**src/rtl/cpurs_pkg.sv**
```systemverilog
// Package: register set constants, memory map and carrier types
package cpurs_pkg;
   localparam int ADDR_W = 20;
   localparam int REG_IDX_W = 5;
   localparam logic [19:0] SPACE_LO = 20'h00000;
   localparam logic [19:0] SPACE_HI = 20'hfffff;
   localparam logic [19:0] PERIPH_LO = 20'h00000;
   localparam logic [19:0] PERIPH_HI = 20'h003ff;
   localparam logic [19:0] RAM_LO = 20'h00400;
   localparam logic [19:0] RAM_HI = 20'h017ff;
   localparam logic [19:0] ROM_LO = 20'he0000;
   localparam logic [19:0] ROM_HI = 20'hfffff;
   localparam logic [19:0] SPVEC_LO = 20'hffe00;
   localparam logic [19:0] SPVEC_HI = 20'hfffdb;
   localparam logic [19:0] FIXVEC_BASE = 20'hfffdc;
   // Register port indices
   localparam logic [4:0] IDX_DATA0 = 5'h00;
   localparam logic [4:0] IDX_DATA1 = 5'h01;
   localparam logic [4:0] IDX_DATA2 = 5'h02;
   localparam logic [4:0] IDX_DATA3 = 5'h03;
   localparam logic [4:0] IDX_ADDRLO = 5'h04;
   localparam logic [4:0] IDX_ADDRHI = 5'h05;
   localparam logic [4:0] IDX_FRAME = 5'h06;
   localparam logic [4:0] IDX_VTB = 5'h07;
   localparam logic [4:0] IDX_IP = 5'h08;
   localparam logic [4:0] IDX_USP = 5'h09;
   localparam logic [4:0] IDX_ISP = 5'h0a;
   localparam logic [4:0] IDX_SB = 5'h0b;
   localparam logic [4:0] IDX_FLAGS = 5'h0c;
   localparam logic [4:0] IDX_SP = 5'h0d;
   localparam logic [4:0] IDX_D0LO = 5'h0e;
   localparam logic [4:0] IDX_D0HI = 5'h0f;
   localparam logic [4:0] IDX_D1LO = 5'h10;
   localparam logic [4:0] IDX_D1HI = 5'h11;
   localparam logic [4:0] IDX_PAIRLO_L = 5'h12;
   localparam logic [4:0] IDX_PAIRLO_H = 5'h13;
   localparam logic [4:0] IDX_PAIRHI_L = 5'h14;
   localparam logic [4:0] IDX_PAIRHI_H = 5'h15;
   localparam logic [4:0] IDX_ADDRW_L = 5'h16;
   localparam logic [4:0] IDX_ADDRW_H = 5'h17;
   localparam logic [4:0] IDX_DECODE = 5'h18;
   // Flag bits: bank select and stack select
   localparam int FLG_BANK = 0;
   localparam int FLG_STACK = 1;
   localparam logic [1:0] FLAGS_RST = 2'h0;
   localparam logic [15:0] REG16_RST = 16'h0000;
   localparam logic [19:0] REG20_RST = 20'h00000;
   localparam logic [31:0] RD_RST = 32'h00000000;

   typedef enum logic [2:0]
   {
      REGION_PERIPH,
      REGION_RAM,
      REGION_ROM,
      REGION_SPVEC,
      REGION_FIXVEC,
      REGION_NONE
   } cpurs_region_t;

   typedef struct packed
   {
      logic [15:0] data0;
      logic [15:0] data1;
      logic [15:0] data2;
      logic [15:0] data3;
      logic [15:0] addrLo;
      logic [15:0] addrHi;
      logic [15:0] frame;
   } cpurs_bank_t;

   typedef struct packed
   {
      logic [4:0] addr;
      logic [31:0] wdata;
      logic wr;
      logic rd;
   } cpurs_bus_t;

   typedef struct packed
   {
      logic isPeriph;
      logic isRam;
      logic isRom;
      logic isSpVec;
      logic isFixVec;
   } cpurs_decode_t;
endpackage : cpurs_pkg

```
**src/rtl/cpurs_register_set.sv**
```systemverilog
// Register set: two banks, shared registers, address decoder, oscillator select
`timescale 1ns/1ps
`default_nettype none
module cpurs_register_set
(
   input wire logic clk_sys,
   input wire logic srst,
   input wire cpurs_pkg::cpurs_bus_t bus,
   output var logic [31:0] rdata,
   input wire logic irqAccept,
   input wire logic [19:0] probeAddr,
   output var cpurs_pkg::cpurs_decode_t probeDecode,
   input wire logic oscSelect,
   output var logic mainOscSel,
   output var logic [15:0] activeStackPtr,
   output var logic bankSel
);
   import cpurs_pkg::*;

   typedef struct packed
   {
      cpurs_bank_t bank0;
      cpurs_bank_t bank1;
      logic [19:0] vtb;
      logic [19:0] ip;
      logic [15:0] user_stack_ptr;
      logic [15:0] irq_stack_ptr;
      logic [15:0] sb;
      logic [1:0] flags;
      logic [31:0] rdata;
      logic mainOsc;
      logic irqPrev;
      cpurs_decode_t dec;
      logic [15:0] activeSp;
   } cpurs_state_t;

   cpurs_state_t state_reg;
   cpurs_state_t state_next;
   cpurs_bank_t cur;
   cpurs_bank_t wb;
   logic [31:0] rv;
   logic irqEdge;
   logic oscSync;
   logic irqSync;

   // Both pins come from outside the clock domain
   cpurs_sync2
   #(
      .W(1)
   )
   u_cpurs_sync2_osc
   (
      .clk_sys(clk_sys),
      .srst(srst),
      .pinIn(oscSelect),
      .pinSync(oscSync)
   );

   cpurs_sync2
   #(
      .W(1)
   )
   u_cpurs_sync2_irq
   (
      .clk_sys(clk_sys),
      .srst(srst),
      .pinIn(irqAccept),
      .pinSync(irqSync)
   );

   function automatic cpurs_decode_t decodeAddr(input logic [19:0] a);
      cpurs_decode_t d;
      d = '0;
      if (a <= PERIPH_HI)
      begin
         d.isPeriph = 1'b1;
      end
      else if (a >= RAM_LO && a <= RAM_HI)
      begin
         d.isRam = 1'b1;
      end
      else if (a >= ROM_LO)
      begin
         d.isRom = 1'b1;
         if (a >= FIXVEC_BASE)
         begin
            d.isFixVec = 1'b1;
         end
         else if (a >= SPVEC_LO && a <= SPVEC_HI)
         begin
            d.isSpVec = 1'b1;
         end
      end
      return d;
   endfunction : decodeAddr

   always_comb
   begin
      state_next = state_reg;
      irqEdge = irqSync && !state_reg.irqPrev;
      // Active bank chosen by flag; other bank untouched
      cur = state_reg.flags[FLG_BANK] ? state_reg.bank1 : state_reg.bank0;
      wb = cur;
      rv = '0;
      // Read mux
      if (bus.addr == IDX_DATA0)
      begin
         rv = {16'h0000, cur.data0};
      end
      else if (bus.addr == IDX_DATA1)
      begin
         rv = {16'h0000, cur.data1};
      end
      else if (bus.addr == IDX_DATA2)
      begin
         rv = {16'h0000, cur.data2};
      end
      else if (bus.addr == IDX_DATA3)
      begin
         rv = {16'h0000, cur.data3};
      end
      else if (bus.addr == IDX_ADDRLO)
      begin
         rv = {16'h0000, cur.addrLo};
      end
      else if (bus.addr == IDX_ADDRHI)
      begin
         rv = {16'h0000, cur.addrHi};
      end
      else if (bus.addr == IDX_FRAME)
      begin
         rv = {16'h0000, cur.frame};
      end
      else if (bus.addr == IDX_VTB)
      begin
         rv = {12'h000, state_reg.vtb};
      end
      else if (bus.addr == IDX_IP)
      begin
         rv = {12'h000, state_reg.ip};
      end
      else if (bus.addr == IDX_USP)
      begin
         rv = {16'h0000, state_reg.user_stack_ptr};
      end
      else if (bus.addr == IDX_ISP)
      begin
         rv = {16'h0000, state_reg.irq_stack_ptr};
      end
      else if (bus.addr == IDX_SB)
      begin
         rv = {16'h0000, state_reg.sb};
      end
      else if (bus.addr == IDX_FLAGS)
      begin
         rv = {30'h0, state_reg.flags};
      end
      else if (bus.addr == IDX_SP)
      begin
         rv = {16'h0000, state_reg.activeSp};
      end
      else if (bus.addr == IDX_D0LO)
      begin
         rv = {24'h000000, cur.data0[7:0]};
      end
      else if (bus.addr == IDX_D0HI)
      begin
         rv = {24'h000000, cur.data0[15:8]};
      end
      else if (bus.addr == IDX_D1LO)
      begin
         rv = {24'h000000, cur.data1[7:0]};
      end
      else if (bus.addr == IDX_D1HI)
      begin
         rv = {24'h000000, cur.data1[15:8]};
      end
      else if (bus.addr == IDX_PAIRLO_L || bus.addr == IDX_PAIRLO_H)
      begin
         rv = {cur.data2, cur.data0};
      end
      else if (bus.addr == IDX_PAIRHI_L || bus.addr == IDX_PAIRHI_H)
      begin
         rv = {cur.data3, cur.data1};
      end
      else if (bus.addr == IDX_ADDRW_L || bus.addr == IDX_ADDRW_H)
      begin
         rv = {cur.addrHi, cur.addrLo};
      end
      else if (bus.addr == IDX_DECODE)
      begin
         rv = {27'h0000000, state_reg.dec};
      end
      if (bus.rd)
      begin
         state_next.rdata = rv;
      end
      else
      begin
         state_next.rdata = RD_RST;
      end
      // Writes
      if (bus.wr)
      begin
         if (bus.addr == IDX_DATA0)
         begin
            wb.data0 = bus.wdata[15:0];
         end
         else if (bus.addr == IDX_DATA1)
         begin
            wb.data1 = bus.wdata[15:0];
         end
         else if (bus.addr == IDX_DATA2)
         begin
            wb.data2 = bus.wdata[15:0];
         end
         else if (bus.addr == IDX_DATA3)
         begin
            wb.data3 = bus.wdata[15:0];
         end
         else if (bus.addr == IDX_ADDRLO)
         begin
            wb.addrLo = bus.wdata[15:0];
         end
         else if (bus.addr == IDX_ADDRHI)
         begin
            wb.addrHi = bus.wdata[15:0];
         end
         else if (bus.addr == IDX_FRAME)
         begin
            wb.frame = bus.wdata[15:0];
         end
         else if (bus.addr == IDX_VTB)
         begin
            state_next.vtb = bus.wdata[19:0];
         end
         else if (bus.addr == IDX_IP)
         begin
            state_next.ip = bus.wdata[19:0];
         end
         else if (bus.addr == IDX_USP)
         begin
            state_next.user_stack_ptr = bus.wdata[15:0];
         end
         else if (bus.addr == IDX_ISP)
         begin
            state_next.irq_stack_ptr = bus.wdata[15:0];
         end
         else if (bus.addr == IDX_SB)
         begin
            state_next.sb = bus.wdata[15:0];
         end
         else if (bus.addr == IDX_FLAGS)
         begin
            state_next.flags = bus.wdata[1:0];
         end
         else if (bus.addr == IDX_SP)
         begin
            // Writes the stack pointer currently in use
            if (state_reg.flags[FLG_STACK])
            begin
               state_next.user_stack_ptr = bus.wdata[15:0];
            end
            else
            begin
               state_next.irq_stack_ptr = bus.wdata[15:0];
            end
         end
         else if (bus.addr == IDX_D0LO)
         begin
            wb.data0[7:0] = bus.wdata[7:0];
         end
         else if (bus.addr == IDX_D0HI)
         begin
            wb.data0[15:8] = bus.wdata[7:0];
         end
         else if (bus.addr == IDX_D1LO)
         begin
            wb.data1[7:0] = bus.wdata[7:0];
         end
         else if (bus.addr == IDX_D1HI)
         begin
            wb.data1[15:8] = bus.wdata[7:0];
         end
         else if (bus.addr == IDX_PAIRLO_L || bus.addr == IDX_PAIRLO_H)
         begin
            wb.data2 = bus.wdata[31:16];
            wb.data0 = bus.wdata[15:0];
         end
         else if (bus.addr == IDX_PAIRHI_L || bus.addr == IDX_PAIRHI_H)
         begin
            wb.data3 = bus.wdata[31:16];
            wb.data1 = bus.wdata[15:0];
         end
         else if (bus.addr == IDX_ADDRW_L || bus.addr == IDX_ADDRW_H)
         begin
            wb.addrHi = bus.wdata[31:16];
            wb.addrLo = bus.wdata[15:0];
         end
      end
      // Only the selected bank is written back
      if (state_reg.flags[FLG_BANK])
      begin
         state_next.bank1 = wb;
      end
      else
      begin
         state_next.bank0 = wb;
      end
      // Interrupt acceptance wins over a same-cycle flag write
      if (irqEdge)
      begin
         state_next.flags[FLG_STACK] = 1'b0;
      end
      state_next.activeSp = state_next.flags[FLG_STACK] ?
         state_next.user_stack_ptr : state_next.irq_stack_ptr;
      // Oscillator select pin, synchronised
      state_next.mainOsc = oscSync;
      state_next.irqPrev = irqSync;
      state_next.dec = decodeAddr(probeAddr);
   end

   always_ff @(posedge clk_sys)
   begin
      if (srst)
      begin
         state_reg <= '0;
      end
      else
      begin
         state_reg <= state_next;
      end
   end

   assign rdata = state_reg.rdata;
   assign probeDecode = state_reg.dec;
   assign mainOscSel = state_reg.mainOsc;
   assign activeStackPtr = state_reg.activeSp;
   assign bankSel = state_reg.flags[FLG_BANK];
endmodule : cpurs_register_set

// Two-stage synchroniser for pins from outside the clock domain
module cpurs_sync2
#(
   parameter int W = 1
)
(
   input wire logic clk_sys,
   input wire logic srst,
   input wire logic [W-1:0] pinIn,
   output var logic [W-1:0] pinSync
);
   typedef struct packed
   {
      logic [W-1:0] meta;
      logic [W-1:0] sync;
   } cpurs_sync_t;

   cpurs_sync_t state_reg;
   cpurs_sync_t state_next;

   // First stage may go metastable, so only the second is read
   always_comb
   begin
      state_next.meta = pinIn;
      state_next.sync = state_reg.meta;
   end

   always_ff @(posedge clk_sys)
   begin
      if (srst)
      begin
         state_reg <= '0;
      end
      else
      begin
         state_reg <= state_next;
      end
   end

   assign pinSync = state_reg.sync;
endmodule : cpurs_sync2
`default_nettype wire

```
**config.mk**
```make
export PLATFORM = sky130hd
export DESIGN_NAME = cpurs_register_set
export DESIGN_NICKNAME = d
export VERILOG_FILES = /design/src/rtl/cpurs_pkg.sv /design/src/rtl/cpurs_register_set.sv
export SDC_FILE = /design/constraint.sdc
export NUM_CORES = 1
export LEC_CHECK = 0
export BUFFER_PORTS_ARGS = -buffer_cell sky130_fd_sc_hd__buf_4
export CAP_MARGIN = 20
export CORE_AREA = 2 2 187 189
export CTS_BUF_LIST = sky130_fd_sc_hd__clkbuf_4 sky130_fd_sc_hd__clkbuf_8
export DETAILED_ROUTE_END_ITERATION = 12
export DIE_AREA = 0 0 189 191
export HOLD_SLACK_MARGIN = 0.05
export PLACE_DENSITY = 0.78
export SYNTH_ARGS = -nofsm -noshare
export SYNTH_HDL_FRONTEND = slang
export SYNTH_SLANG_ARGS = --single-unit
```
**constraint.sdc**
```tcl
create_clock -name clk_sys -period 2.28 [get_ports clk_sys]
set_input_delay 0.342 -clock clk_sys [delete_from_list [all_inputs] [get_ports clk_sys]]
set_output_delay 0.342 -clock clk_sys [all_outputs]
set_load 0.005 [all_outputs]
```
**Word-level counts from Yosys, hierarchy flattened**

Index checks and enable logic that the tools add are counted.

- Add/sub/neg operators: 0
- $mul: 0
- Div/mod/pow operators: 0
- Order comparisons: 7
- Equality and inequality tests: 24
- Shifts and indexed selects: 0
- Multiplexer cells: 139
- Bitwise operators: 14
- Reduce and logical (&&, ||, !) cells: 19

Operator list:

| cell | number |
|---|---|
| 72-bit two-way mux | 17 |
| 96-bit two-way mux | 9 |
| 80-bit two-way mux | 9 |
| 50-bit two-way mux | 10 |
| 16-bit two-way mux | 29 |
| 24-bit two-way mux | 18 |
| 32-bit two-way mux | 10 |
| 112-bit two-way mux | 2 |
| 20-bit two-way mux | 11 |
| 64-bit two-way mux | 3 |
| 48-bit two-way mux | 3 |
| 88-bit two-way mux | 1 |
| 20-bit greater-or-equal comparator, second input constant | 3 |
| 5-bit equality test, second input constant | 9 |
| 5-bit by 4-bit equality test with 1-bit output, second input constant | 8 |
| 8-bit two-way mux | 5 |
| 34-bit two-way mux | 1 |
| 5-bit by 3-bit equality test with 1-bit output, second input constant | 4 |
| 20-bit by 11-bit greater-or-equal comparator with 1-bit output, second input constant | 1 |
| 20-bit by 10-bit <= comparator with 1-bit output, second input constant | 1 |
| 20-bit by 13-bit <= comparator with 1-bit output, second input constant | 1 |
| 20-bit <= comparator, second input constant | 1 |
| 20-bit OR reduction | 1 |
| 18-bit two-way mux | 1 |
| other kinds (20) | 45 |

- Register bits: 373
- Bits in latches: 0
- Bits in writable memories: 0
- ROM bits: 0
- Input bits: 63
- Output and inout port bits: 55
- Word-level logic and storage cells: 239
- Memories: 0

**Longest topological paths before layout**

- Depth in word-level cells: 46
- Depth in mapped cells: 11

**Modules after synthesis**

A second synthesis with hierarchy kept.

- Cell total of the unflattened synthesis: 2300
- Area total of the unflattened synthesis: 19173.4 um^2

Modules (own cells, without submodules):

| module | times used | cells an instance | area an instance (um^2) | sequential area each (um^2) |
|---|---|---|---|---|
| cpurs_register_set | 1 | 2292 | 19068.3 | 7387.1 |
| cpurs_sync2 | 2 | 4 | 52.6 | 40.0 |

**Worst setup path after synthesis**

Ideal clock, no wire load.

- Path kind: reg-to-reg
- Start point: register state_reg, in the netlist bankSel
- End point: register state_reg, in the netlist rdata[14]
- Setup time: 0.135 ns
- Arrival: 2.169 ns
- Setup slack: -0.024 ns
- Stages on the path, launching flop included: 9
- Buffers on the path: 2
- Period minus slack after synthesis: 2.304 ns
- Path through: dfxtp_1 buf_2 clkbuf_1 mux2i_1 o22ai_1 a2111oi_0 o22ai_1 o311ai_0 o21ai_0

- Longest elaborated chain between the ends: 22

Ends and longest elaborated chain:

| item | line | text |
|---|---|---|
| start, declared | cpurs_register_set.sv:37 | `cpurs_state_t state_reg;` |
| start signal, assigned | cpurs_register_set.sv:331 | `state_reg <= state_next;` |
| 112-bit two-way mux * | cpurs_register_set.sv:102 | `cur = state_reg.flags[FLG_BANK] ? state_reg.bank1 : state_reg.bank0;` |
| 32-bit two-way mux | cpurs_register_set.sv:186 | `else if (bus.addr == IDX_ADDRW_L \|\| bus.addr == IDX_ADDRW_H)` |
| 32-bit two-way mux | cpurs_register_set.sv:182 | `else if (bus.addr == IDX_PAIRHI_L \|\| bus.addr == IDX_PAIRHI_H)` |
| 32-bit two-way mux | cpurs_register_set.sv:178 | `else if (bus.addr == IDX_PAIRLO_L \|\| bus.addr == IDX_PAIRLO_H)` |
| 20-bit two-way mux | cpurs_register_set.sv:174 | `else if (bus.addr == IDX_D1HI)` |
| 20-bit two-way mux | cpurs_register_set.sv:170 | `else if (bus.addr == IDX_D1LO)` |
| 20-bit two-way mux | cpurs_register_set.sv:166 | `else if (bus.addr == IDX_D0HI)` |
| 20-bit two-way mux | cpurs_register_set.sv:162 | `else if (bus.addr == IDX_D0LO)` |
| (+6 left out) | -- |  |
| 20-bit two-way mux | cpurs_register_set.sv:134 | `else if (bus.addr == IDX_VTB)` |
| 16-bit two-way mux | cpurs_register_set.sv:130 | `else if (bus.addr == IDX_FRAME)` |
| 16-bit two-way mux | cpurs_register_set.sv:126 | `else if (bus.addr == IDX_ADDRHI)` |
| 16-bit two-way mux | cpurs_register_set.sv:122 | `else if (bus.addr == IDX_ADDRLO)` |
| 16-bit two-way mux | cpurs_register_set.sv:118 | `else if (bus.addr == IDX_DATA3)` |
| 16-bit two-way mux | cpurs_register_set.sv:114 | `else if (bus.addr == IDX_DATA2)` |
| 16-bit two-way mux | cpurs_register_set.sv:110 | `else if (bus.addr == IDX_DATA1)` |
| 16-bit two-way mux * | cpurs_register_set.sv:106 | `if (bus.addr == IDX_DATA0)` |

Mark *: on every way between the ends. The rest lies on a longest branch, timed or not.
A chain may end at the register's enable or synchronous reset.

**Final worst setup path**

- Start point: register state_reg, in the netlist bankSel
- End point: register state_reg, in the netlist rdata[12]

Same word-level chain as after synthesis.

==> flow_summary.json <==
{
  "status": "finished with violations",
  "violations": "negative setup slack",
  "setup_viol": 6,
  "synth_cell_types": 78,
  "async_reset_ff_share_pct": 0,
  "antenna_left": 0,
  "synth.most_common_cell": "dfxtp_1",
  "cts_made_buffers": 61,
  "seq_area_frac_synth_pct": 38.91,
  "synth_edf_count": 0,
  "final_cells": 3132,
  "grt_first_pass_wirelength_um": 115100,
  "grt_pass1_vias": 19260,
  "largest_register_ffs": 314,
  "cp_common_cell": "buf_4",
  "critPathLaunchType": "flip-flop",
  "fp.dieArea_sq_um": 36100,
  "die_x_um": 189,
  "slew_violations": 0,
  "path_cells": "buf_12, buf_4, mux2i_2, buf_4, a2111oi_1, buf_4, a21oi_1, o22ai_1, buf_4",
  "drc": 0,
  "p_clk_share_pct": 44.1,
  "core_area_sq_um": 34120,
  "post-route-util_pct": 72.48,
  "area_growth_pct": 28.86,
  "cp-end-kind": "flip-flop",
  "drtPass1Iterations": 7,
  "synth.top_cells.by_count": "dfxtp_1, nand2_1, nor2_1",
  "dp_hpwl_um": 55260,
  "power_mw": 15.03,
  "slowest_stage": "a2111oi_1",
  "max_slew.worst_pin.slew_ps": 746.8,
  "ys_ff_latch": 373,
  "gp_congestion": 0.9922,
  "power.internal_mw": 11.11,
  "port_buffers": 115,
  "cts_buffer_depth": 3,
  "synthFlopType": "dfxtp_1",
  "crit_family": "compound AO/OA/AOI/OAI gates",
  "drt-initial-drc-count": 2317,
  "place_ws_ps": -373.4,
  "viasPerCell": 6.340,
  "grt.overflow.total": 0,
  "cp_data_required_time_ps": 2910,
  "fin_crit_sh_pct": 104.7,
  "synth.largest_area_cell": "dfxtp_1",
  "p_per_area_nw_per_um2": 607.8,
  "n_fill_cell": 2605,
  "die_h_um": 191,
  "timing.fmax_mhz": 418.9,
  "slowest_delay_ps": 640,
  "track_usage_pct": 42.32,
  "clkLatencyLatePin_ps": 690,
  "p_sw_mw": 3.919,
  "switching_share_pct": 26.08,
  "slew_headroom_pct": 50.11,
  "drv_cap": 0,
  "rsz0062_at_grt": "yes",
  "clock-sinks": 373,
  "hp-class": "primary input to flip-flop",
  "ir_drop_uv": 590.4,
  "path_clk_slew_ps": 60,
  "ios": 118,
  "wire_per_inst_um": 24.99,
  "h-tree-depth": 2,
  "synth_warnings": 0,
  "power_frac_comb_pct": 11.6,
  "synth_area_leaders": "dfxtp_1, mux2i_1, nand2_1",
  "path_buf_inv": 5,
  "fin_nets": 2694,
  "synthCells": 2291,
  "syn_nets": 2354,
  "initial_core_util_pct": 56.25,
  "syn-cell-area_sq_um": 19190,
  "clock_skew_ps": 41.13,
  "root_buffer": "clkbuf_8",
  "vias": 19860,
  "cts_tree": "done",
  "finalHoldViolCount": 0,
  "fin_crit_ps": 2387,
  "antenna_found_initial": 2,
  "synth_area_per_cell_sq_um": 8.376,
  "critPathKind": "flip-flop to flip-flop",
  "worstPathArrival_ps": 3010,
  "grt_max_degree": 126,
  "layout_setup_ws_ps": -107.1,
  "p_seq_share_pct": 44.3,
  "wirelength_um": 78270,
  "power.leakage_nw": 9.887,
  "dp_cells": 2994,
  "synth_top_area_share_pct": 38.91,
  "drive_above_1_share_pct": 27.54,
  "cp_max_fo": 11,
  "rows": 68
}
==> kinds of logic after synthesis <==
group           count (synthesis)  synth area share, %
compound gates                568                19.01
flops                         373                38.91
simple gates                  738                16.41
mux                           346                18.65
xor+xnor                        1              0.04565
buf+inv                       265                6.970
==> stage by stage <==
stage,hold slack [ps],setup TNS (ps),cell area [sq um]
final,86.61,-233.6,24730
after global routing,86.86,-799.8,24730
after CTS,52.05,-121.8,24480
after detailed placement,428.2,-42560,22640
after global placement,417.0,-72010,22620
after floorplan,413.8,0,19190
==> worst min-delay path, cell delays in order <==
cell and delay [ps]:
buf_4 220, nand2_1 100, a21oi_1 50
==> placed cells by master, fill, tap and decap left out, types with 9 or more instances in the layout <==
| cell | n |
|---|---|
| a211oi_1 | 48 |
| a21oi_1 | 224 |
| a22o_1 | 9 |
| a22oi_1 | 50 |
| buf_12 | 31 |
| buf_4 | 463 |
| clkbuf_4 | 17 |
| clkbuf_8 | 79 |
| dfxtp_1 | 372 |
| dlygate4sd3_1 | 27 |
| inv_1 | 14 |
| mux2_2 | 43 |
| mux2i_1 | 277 |
| mux2i_4 | 13 |
| nand2_1 | 325 |
| nand2b_1 | 14 |
| nand3_1 | 16 |
| nor2_1 | 298 |
| nor2b_1 | 13 |
| nor3_1 | 14 |
| nor3_2 | 9 |
| o21a_1 | 10 |
| o21ai_0 | 44 |
| o21ai_1 | 11 |
| o221ai_1 | 12 |
| o22ai_1 | 59 |
==> final cells by class <==
type                       count  area (sq um)  area share [%]
multi-input combinational   1653         10770           43.56
sequential                   373          7471           30.21
timing repair buffer         527          4476           18.10
clock buffer                  96          1215           4.913
tap                          455         569.3           2.302
clock inverter                12         166.4          0.6729
inverter                      15         57.56          0.2327
antenna                        1         2.502         0.01012
==> routing by layer <==
metal,track usage (%),vias to the layer above,part of all wire [%]
met5,0,-,0
met2,67.43,1241,45
met1,52.10,9548,39
met4,25.87,0,6.5
met3,9.767,297,10
li1,-,8772,-
==> power groups by stage <==
| stage | clock [mW] | sequential, mW | combinational (mW) |
|---|---|---|---|
| 4_1_cts | 6.65 | 6.65 | 1.66 |
| 3_3_place_gp | 0 | 6.79 | 1.58 |
| 3_5_place_dp | 0 | 6.79 | 1.61 |
| 6_report | 6.63 | 6.66 | 1.74 |
| 5_1_grt | 6.94 | 6.66 | 1.80 |
| 2_1_floorplan | 0 | 6.78 | 0.811 |
==> final timing paths <==
| kind | slack [ps] | from | depth (start not counted) | to |
|---|---|---|---|---|
| setup / recovery | -110 | bankSel | 9 | rdata[12] |
| hold / removal | 90 | bus[3] | 3 | state_reg[290] |
| setup reg to reg | -110 | bankSel | 9 | rdata[12] |
| hold reg to reg | 430 | u_cpurs_sync2_osc.state_next[0] | 1 | u_cpurs_sync2_osc.pinSync |
==> timing repair <==
action	CTS	global route
hold buffers	27	0
setup buffers	1	0
endpoints found under the setup margin	12	17
endpoints found under the hold margin	55	0
cloned	1	0
gates resized for setup	36	48
pin swaps	3	6
No activity file was read; power rests on OpenSTA's default activity.
